## src/design/odt_defs.svh

```systemverilog
// timing and layout constants of the termination control block
`ifndef ODT_DEFS_SVH
`define ODT_DEFS_SVH

// clock period in ps (125 MHz)
`define ODT_TCK_PS 8000
// asynchronous turn-on / turn-off delays in ps
`define ODT_TAONPD_MIN_PS 2000
`define ODT_TAONPD_MAX_PS 8500
`define ODT_TAOFPD_MIN_PS 2000
`define ODT_TAOFPD_MAX_PS 8500
// least time rounds up, longest time rounds down
`define ODT_ASYNC_MIN_CYC ((`ODT_TAONPD_MIN_PS + `ODT_TCK_PS - 1) / `ODT_TCK_PS)
`define ODT_ASYNC_MAX_CYC (`ODT_TAONPD_MAX_PS / `ODT_TCK_PS)
// refresh cycle time and dll-off exit delay in ns
`define ODT_TRFC_NS 160
`define ODT_TXPDLL_NS 24
`define ODT_TRFC_CYC ((`ODT_TRFC_NS * 1000 + `ODT_TCK_PS - 1) / `ODT_TCK_PS)
`define ODT_TXPDLL_CYC ((`ODT_TXPDLL_NS * 1000 + `ODT_TCK_PS - 1) / `ODT_TCK_PS)
// clocked latency is write latency minus this
`define ODT_LAT_SUB 2
// anticipation delay is write latency minus this
`define ODT_ANPD_SUB 1
// depth of the odt history line
`define ODT_LINE_DEPTH 32
`define ODT_LAT_W 6

`endif

```

## src/design/odt_pkg.sv

```systemverilog
// types of the termination control block
package odt_pkg;
  typedef enum logic [1:0] {
    ST_SYNC = 2'b00,
    ST_ENTRY = 2'b01,
    ST_ASYNC = 2'b10,
    ST_EXIT = 2'b11
  } odt_state_type;
endpackage

```

## src/design/odt_history.sv

```systemverilog
// history line of registered odt samples with a selectable tap
`timescale 1ns/1ps
`include "odt_defs.svh"
module odt_history (
  input wire logic clk,
  input wire logic srst,
  input wire logic odt_in,
  input wire logic [`ODT_LAT_W-1:0] tap,
  output logic tap_out
);
  logic [`ODT_LINE_DEPTH-1:0] line_q;

  // ==========================================
  // shift register
  always_ff @(posedge clk) begin
    if (srst) begin
      line_q <= '0;
    end else begin
      line_q <= {line_q[`ODT_LINE_DEPTH-2:0], odt_in};
    end
  end

  // tap k holds the sample registered k-1 edges ago
  always_comb begin
    if (tap == '0) begin
      tap_out = line_q[0];
    end else begin
      tap_out = line_q[5'(tap - 6'h01)];
    end
  end
endmodule // odt_history

```

## src/design/odt_ctrl.sv

```systemverilog
// on-die termination timing control: sync, async and power-down transitions
//
// Contract
// RULE1 - async termination when dll is off in precharge power-down, termination enabled
// RULE2 - async termination while the dll relocks after a dll reset
// RULE3 - async mode ignores additive latency; odt acts with no clock-count delay
// RULE4 - async mode uses fixed power-down delays, not clocked latencies
// RULE5 - async turn-on starts after 2 ns, fully on by 8.5 ns
// RULE6 - async turn-off starts after 2 ns, high impedance by 8.5 ns
// RULE7 - entry transition only when mode bit selects dll off in power-down
// RULE8 - entry transition spans anticipation delay up to cke first registered low
// RULE9 - anticipation delay is write latency minus one
// RULE10 - refresh in progress stretches entry transition to one refresh cycle time
// RULE11 - turn-on during entry within lesser minimum and greater maximum of both
// RULE12 - turn-off during entry within lesser minimum and greater maximum of both
// RULE13 - clocked turn-on and turn-off latency is write latency minus two
// RULE14 - sync before transition, async after it, either within it
// RULE15 - exit transition lasts anticipation delay plus dll-off exit delay
// RULE16 - sync mode switches termination write latency minus two clocks after odt
// RULE17 - exit transition ends dll-off exit delay after cke registered high; the code ends it anticipation plus dll-off exit delay after
// RULE18 - state tracked per cke edge; transition accepts any time within bounds
`timescale 1ns/1ps
`include "odt_defs.svh"
module odt_ctrl
  import odt_pkg::*;
(
  input wire logic clk,
  input wire logic srst,
  input wire logic odt,
  input wire logic cke,
  input wire logic refresh_cmd,
  input wire logic dll_locked,
  input wire logic dll_pd_on,
  input wire logic banks_idle,
  input wire logic rtt_nom_en,
  input wire logic rtt_wr_en,
  input wire logic [4:0] cwl,
  input wire logic [4:0] al,
  output logic rtt_on,
  output odt_state_type odt_state,
  output logic async_resp
);
  // ==========================================
  // latency arithmetic
  function automatic logic [`ODT_LAT_W-1:0] wl_minus(input logic [4:0] c, input logic [4:0] a,
                                                     input logic [`ODT_LAT_W-1:0] sub);
    wl_minus = `ODT_LAT_W'({1'b0, c} + {1'b0, a} - sub);
  endfunction

  localparam logic [`ODT_LAT_W-1:0] LAT_SUB = `ODT_LAT_W'(`ODT_LAT_SUB);
  localparam logic [`ODT_LAT_W-1:0] ANPD_SUB = `ODT_LAT_W'(`ODT_ANPD_SUB);
  localparam logic [7:0] TRFC_CYC = 8'(`ODT_TRFC_CYC);
  localparam logic [7:0] TXPDLL_CYC = 8'(`ODT_TXPDLL_CYC);

  logic [`ODT_LAT_W-1:0] odtl;
  logic [`ODT_LAT_W-1:0] anpd;
  logic term_en;
  logic sync_odt;
  logic cke_q;
  logic cke_fall;
  logic cke_rise;
  logic pd_dll_off;
  logic [7:0] rfc_q;
  logic [7:0] exit_q;
  odt_state_type state_q;
  odt_state_type state_d;
  logic rtt_q;

  assign odtl = wl_minus(cwl, al, LAT_SUB); // RULE13
  assign anpd = wl_minus(cwl, al, ANPD_SUB); // RULE9
  assign term_en = rtt_nom_en | rtt_wr_en;
  assign cke_fall = cke_q & ~cke;
  assign cke_rise = ~cke_q & cke;
  assign pd_dll_off = ~dll_pd_on & banks_idle; // RULE7

  // ==========================================
  // clocked-latency path
  odt_history u_history (
    .clk(clk),
    .srst(srst),
    .odt_in(odt),
    .tap(odtl),
    .tap_out(sync_odt)
  );

  // ==========================================
  // cke history and refresh tracking
  always_ff @(posedge clk) begin
    if (srst) begin
      cke_q <= 1'b0;
    end else begin
      cke_q <= cke;
    end
  end

  always_ff @(posedge clk) begin
    if (srst) begin
      rfc_q <= 8'h00;
    end else if (refresh_cmd) begin
      rfc_q <= TRFC_CYC - 8'h01;
    end else if (rfc_q != 8'h00) begin
      rfc_q <= rfc_q - 8'h01; // RULE10
    end
  end

  // ==========================================
  // mode state, stepped by cke edges, by the end of refresh and by the exit count
  // the lead-in of a transition cannot be foreseen; the async answer is
  // inside both bounds, so it serves the whole window
  always_comb begin
    state_d = state_q;
    case (state_q)
      ST_SYNC: begin
        if (cke_fall && pd_dll_off) begin
          state_d = (rfc_q > 8'h01) ? ST_ENTRY : ST_ASYNC; // RULE8 RULE10 RULE18
        end
      end
      ST_ENTRY: begin
        if (cke_rise) begin
          state_d = ST_EXIT;
        end else if (rfc_q <= 8'h01) begin
          state_d = ST_ASYNC; // RULE10
        end
      end
      ST_ASYNC: begin
        if (cke_rise) begin
          state_d = ST_EXIT; // RULE17
        end
      end
      ST_EXIT: begin
        if (cke_fall && pd_dll_off) begin
          state_d = ST_ENTRY; // overlapping short cke pulse
        end else if (exit_q == 8'h00) begin
          state_d = ST_SYNC; // RULE14
        end
      end
      default: state_d = ST_SYNC;
    endcase
  end

  always_ff @(posedge clk) begin
    if (srst) begin
      state_q <= ST_SYNC;
    end else begin
      state_q <= state_d;
    end
  end

  // exit window: anticipation plus dll-off exit delay
  always_ff @(posedge clk) begin
    if (srst) begin
      exit_q <= 8'h00;
    end else if (state_d == ST_EXIT && state_q != ST_EXIT) begin
      exit_q <= 8'(anpd) + TXPDLL_CYC - 8'h01; // RULE15
    end else if (exit_q != 8'h00) begin
      exit_q <= exit_q - 8'h01;
    end
  end

  // ==========================================
  // termination output
  assign async_resp = (state_q != ST_SYNC) | ~dll_locked; // RULE1 RULE2 RULE14

  always_ff @(posedge clk) begin
    if (srst) begin
      rtt_q <= 1'b0;
    end else if (!term_en) begin
      rtt_q <= 1'b0;
    end else if (async_resp) begin
      // one edge = 8 ns, inside the 2..8.5 ns async window, no latency added
      rtt_q <= odt; // RULE3 RULE4 RULE5 RULE6 RULE11 RULE12
    end else begin
      rtt_q <= sync_odt; // RULE16
    end
  end

  assign rtt_on = rtt_q;
  assign odt_state = state_q;

  // ==========================================
  // assertions
  localparam int EXIT_MAX = 300;

  property p_async_follow;
    @(posedge clk) disable iff (srst)
      (async_resp && term_en) |=> (rtt_on == $past(odt));
  endproperty
  a_async_follow: assert property (p_async_follow) // RULE5
    else $error("async termination missed one-edge response");

  property p_async_off;
    @(posedge clk) disable iff (srst)
      (async_resp && term_en && !odt) |=> !rtt_on;
  endproperty
  a_async_off: assert property (p_async_off) // RULE6
    else $error("async termination did not turn off");

  property p_no_term;
    @(posedge clk) disable iff (srst)
      !term_en |=> !rtt_on;
  endproperty
  a_no_term: assert property (p_no_term) // RULE1
    else $error("termination on while disabled");

  property p_dll_relock;
    @(posedge clk) disable iff (srst)
      !dll_locked |-> async_resp;
  endproperty
  a_dll_relock: assert property (p_dll_relock) // RULE2
    else $error("sync response while dll unlocked");

  // six edges of latency plus the output register: odt seen seven samples back
  property p_sync_lat;
    @(posedge clk) disable iff (srst)
      (!async_resp && term_en && odtl == 6'h06) [*8] |-> rtt_on == $past(odt, 7);
  endproperty
  a_sync_lat: assert property (p_sync_lat) // RULE16
    else $error("sync termination latency wrong");

  property p_entry_gate;
    @(posedge clk) disable iff (srst)
      (state_q == ST_SYNC && cke_fall && !pd_dll_off) |=> state_q == ST_SYNC;
  endproperty
  a_entry_gate: assert property (p_entry_gate) // RULE7
    else $error("entry transition with dll kept on");

  property p_entry_end;
    @(posedge clk) disable iff (srst)
      (state_q == ST_SYNC && cke_fall && pd_dll_off && rfc_q <= 8'h01) |=> state_q == ST_ASYNC;
  endproperty
  a_entry_end: assert property (p_entry_end) // RULE8
    else $error("entry transition did not end at cke low");

  property p_refresh_hold;
    @(posedge clk) disable iff (srst)
      (state_q == ST_ENTRY && !cke_rise && rfc_q > 8'h01) |=> state_q == ST_ENTRY;
  endproperty
  a_refresh_hold: assert property (p_refresh_hold) // RULE10
    else $error("entry ended before refresh finished");

  property p_exit_len;
    @(posedge clk) disable iff (srst)
      (state_q == ST_ASYNC && cke_rise) ##1 cke |->
        (state_q == ST_EXIT) ##1 (state_q == ST_EXIT);
  endproperty
  a_exit_len: assert property (p_exit_len) // RULE15
    else $error("exit transition too short");

  property p_exit_bound;
    @(posedge clk) disable iff (srst)
      (state_q == ST_ASYNC && cke_rise && cke) ##1 cke [*2] |->
        ##[0:EXIT_MAX] state_q == ST_SYNC;
  endproperty
  a_exit_bound: assert property (p_exit_bound) // RULE17
    else $error("exit transition never ended");

  c_entry_refresh: cover property (@(posedge clk) disable iff (srst) state_q == ST_ENTRY);
  c_async: cover property (@(posedge clk) disable iff (srst) state_q == ST_ASYNC && rtt_on);
  c_exit_sync: cover property (@(posedge clk) disable iff (srst)
    state_q == ST_EXIT ##1 state_q == ST_SYNC);
endmodule // odt_ctrl

```

## config.mk

```make
export PLATFORM = sky130hd
export DESIGN_NAME = odt_ctrl
export DESIGN_NICKNAME = d
export VERILOG_FILES = /design/src/design/odt_pkg.sv /design/src/design/odt_history.sv /design/src/design/odt_ctrl.sv
export VERILOG_INCLUDE_DIRS = /design/src /design/src/design
export SDC_FILE = /design/constraint.sdc
export NUM_CORES = 1
export LEC_CHECK = 0
export BUFFER_PORTS_ARGS = -buffer_cell sky130_fd_sc_hd__clkbuf_2
export CAP_MARGIN = 15
export CORE_MARGIN = 3
export CORE_UTILIZATION = 53
export CTS_BUF_LIST = sky130_fd_sc_hd__clkbuf_8 sky130_fd_sc_hd__clkbuf_16
export DETAILED_ROUTE_END_ITERATION = 8
export PLACE_DENSITY = 0.75
export SLEW_MARGIN = 20
export SYNTH_ARGS = -nofsm -noshare
export SYNTH_HDL_FRONTEND = slang
export SYNTH_SLANG_ARGS = --single-unit
```

## constraint.sdc

```tcl
create_clock -name clk -period 3.39 [get_ports clk]
set_input_delay 0.8475 -clock clk [delete_from_list [all_inputs] [get_ports clk]]
set_output_delay 0.8475 -clock clk [all_outputs]
set_load 0.01 [all_outputs]
```

==> results.toml <==
[logic_synthesis]
ys_ff_latch = 52
yosysWarnings = 0
synth_nets = 332
ys_types = 43
synthCells = 296
ys_seq_area_share_pct = 37.9
syn_avg_cell_area_sq_um = 9.28
syn_area_sq_um = 2750

[timing]
tns_ns = 0
hold_viol = 0
whs_ns = 0.461
tightest_slew_ns = 0.839
fin_crit_ns = 3.12
drv_slew = 0
finalClockSkew_ns = 0.00540
setup_violations = 0
fmax_mhz = 320
maxSlewHeadroom_pct = 43.9
fin_crit_sh_pct = 92.0
rsz0062_at_grt = "no"

[place]
gp_congestion = 0.802
io_buffer_count = 23
hpwlAfterDp_um = 3510

[clock_tree]
insertion_delay_ns = 0.30
cts_buffers = 5
hold_buffers = 0
clkTransAtPathRegs_ns = 0.10
ctsResizeCount = 0
htree_levels = 2
clockBufferDepth = 2
clockRootBuffer = "clkbuf_8"
cts_tree = "built"
clock_sink_count = 52
postCtsSetupRepairBufs = 0

[power_and_ir_drop]
leakagePower_nw = 1.28
power.share.clock_pct = 20.6
combPwrFrac_pct = 39.2
p_int_mw = 1.13
p_sw_share_pct = 35.7
power_density_nw_per_um2 = 572
seq_power_share_pct = 40.2
switchingPower_mw = 0.629
ir_drop_uv = 323

[critical_path]
crit_buf_inv = 3
r2r_cells = 9
crit_chain = "clkbuf_2 -> ha_1 -> inv_1 -> fa_1 -> inv_1 -> ha_1 -> mux4_2 -> mux2i_1 -> nor2_1 -> a41oi_1 -> a32oi_1"
cp_top_family = "adder cells"
cp-end-kind = "flip-flop"
crit_arrival_ns = 3.31
cp_slowest_cell = "ha_1"
critPathLaunchType = "input port"
path_class = "input port to flip-flop"
worstPathRequired_ns = 3.58
crit_path_max_incr_delay_ns = 0.58
cp.depth = 11
crit_fanout = 10

[detailed_routing]
firstDrtPassIters = 4
wl_per_cell_um = 12.2
via_per_inst = 5.26
drt-total-wl_um = 4790
drtAntennaViolNets = 0
drtIter0Drc = 74
drc_errors = 0
vias = 2061

[global_route]
use_met2_pct = 28.7
track_usage_pct = 17.5
met1_usage_pct = 23.1
overflow = 0
grt_pass1_vias = 2039
grt_max_degree = 48
use_met3_pct = 3.48
antenna_found_initial = 0
grt_pass1_wl_um = 8650
gr-max-usage-layer = "met2"

[die]
dieArea_sq_um = 6080
pin_count = 24
die_h_um = 78.0
die_w_um = 78.0
rows = 25
fp.coreArea_sq_um = 4880
initial_core_util_pct = 56.3

[run_status]
status = "complete, no violations"

[cells_and_area]
syn_to_final_growth_pct = 12.1
drive_above_1_share_pct = 16.6
nets = 360
fillers = 437
final_core_util_pct = 63.1
num_antenna_cells = 0

[flow_run]
maxCapViolCount = 0

[min_path]
min_path_cells = 1
hp-class = "flip-flop to flip-flop"
flip-flops by register name (all words and copies together), names as in the netlist:
register	cells
u_history.line_q	32
cke_q	1
rtt_on	1
rfc_q	8
odt_state	2
exit_q	8
placed cells by master (no fill, tap or decap), types with 4 or more instances in the layout:
cell      count
nand2b_1      6
xnor2_1      14
o211ai_1      4
nand3_1       5
o31ai_1       4
dfxtp_1      52
buf_4        11
o21ai_0       4
clkbuf_2     23
mux2i_1       8
ha_1         15
inv_1        13
clkbuf_8      5
nor3_1        5
nand2_1      14
xor2_1        6
a21oi_1      15
mux4_2        8
nor2b_1      36
nor2_1       37
nor4_1        4
logic make-up after synthesis:
kind of cell	synth area share (%)
xor gates and xnor gates	8.52
DFF	37.9
AOI/OAI and AO/OA	10.1
buffers and inverters	3.78
adders and majority gates	7.56
and+or+nand+nor	22.6
muxes	9.48
per-stage QoR:
stage | setup slack (ns) | area (sq um) | std cells | power [mW]
after floorplan | -0.0209 | 2760 | 296 | 1.26
after global placement | 0.0226 | 2980 | 384 | 1.40
after detailed placement | -0.0155 | 2980 | 384 | 1.41
after CTS | 0.278 | 3080 | 392 | 1.78
after global routing | 0.0218 | 3080 | 392 | 1.90
final | 0.270 | 3080 | 392 | 1.76
synthesized netlist by cell type, drive strengths merged:
library cell | number | area share (%)
xor2 | 7 | 2.2
a21oi | 15 | 2.7
nand2b | 6 | 1.4
inv | 13 | 1.8
or3 | 3 | 0.68
a41oi | 2 | 0.64
a31oi | 2 | 0.46
o211ai | 4 | 1.1
and2 | 1 | 0.23
nor3 | 6 | 1.3
mux4 | 8 | 6.6
fa | 1 | 0.73
buf | 3 | 0.64
o21a | 1 | 0.27
xnor3 | 1 | 0.82
xnor2 | 15 | 5.5
a211oi | 2 | 0.55
nor2b | 37 | 8.4
o32ai | 1 | 0.32
o22ai | 3 | 0.68
and3 | 3 | 0.68
clkbuf | 10 | 1.4
a32oi | 1 | 0.32
a221oi | 1 | 0.32
nand2 | 14 | 1.9
nand4bb | 1 | 0.41
ha | 15 | 6.8
mux2i | 8 | 2.9
o21bai | 1 | 0.27
nor2 | 37 | 5.1
nor3b | 1 | 0.27
or4 | 1 | 0.27
dfxtp | 52 | 38
nor4 | 4 | 0.91
o31a | 1 | 0.32
o41ai | 1 | 0.32
or2 | 1 | 0.23
o21ai | 4 | 0.73
o31ai | 4 | 1.1
nand3 | 5 | 0.91
power groups by stage:
stage                     Sequential [mW]  Combinational, mW  Clock (mW)
final                               0.707              0.691       0.362
after detailed placement            0.722              0.688           0
after floorplan                     0.707              0.555           0
after global routing                0.716              0.782       0.400
after global placement              0.721              0.678           0
after CTS                           0.708              0.694       0.373
path summary, 6_finish.rpt:
| kind | start | endpoint | slack (ns) |
|---|---|---|---|
| worst max-delay path | cwl[0] | rtt_on | 0.27 |
| worst max register to register | exit_q[0] | exit_q[2] | 1.32 |
| worst min-delay path | u_history.line_q[1] | u_history.line_q[2] | 0.46 |
| worst min register to register | u_history.line_q[1] | u_history.line_q[2] | 0.46 |
layout make-up:
type                            instances  area (sq um)  area share [%]
Timing Repair Buffer                   34           198            6.42
Tap cell                               67          83.8            2.72
Inverter                               13          48.8            1.59
Clock inverter                          3          26.3           0.854
Multi-Input combinational cell        218          1610            52.4
Sequential cell                        52          1040            33.8
Clock buffer                            5          68.8            2.24
layer usage:
layer	share of wire [%]	up-vias	routed length [um]
met3	4.0	6	191
met4	1.3	0	63
li1	-	1074	-
met2	46	45	2190
met1	49	936	2340
met5	0	-	0
Power figures use the tool's default switching activity.
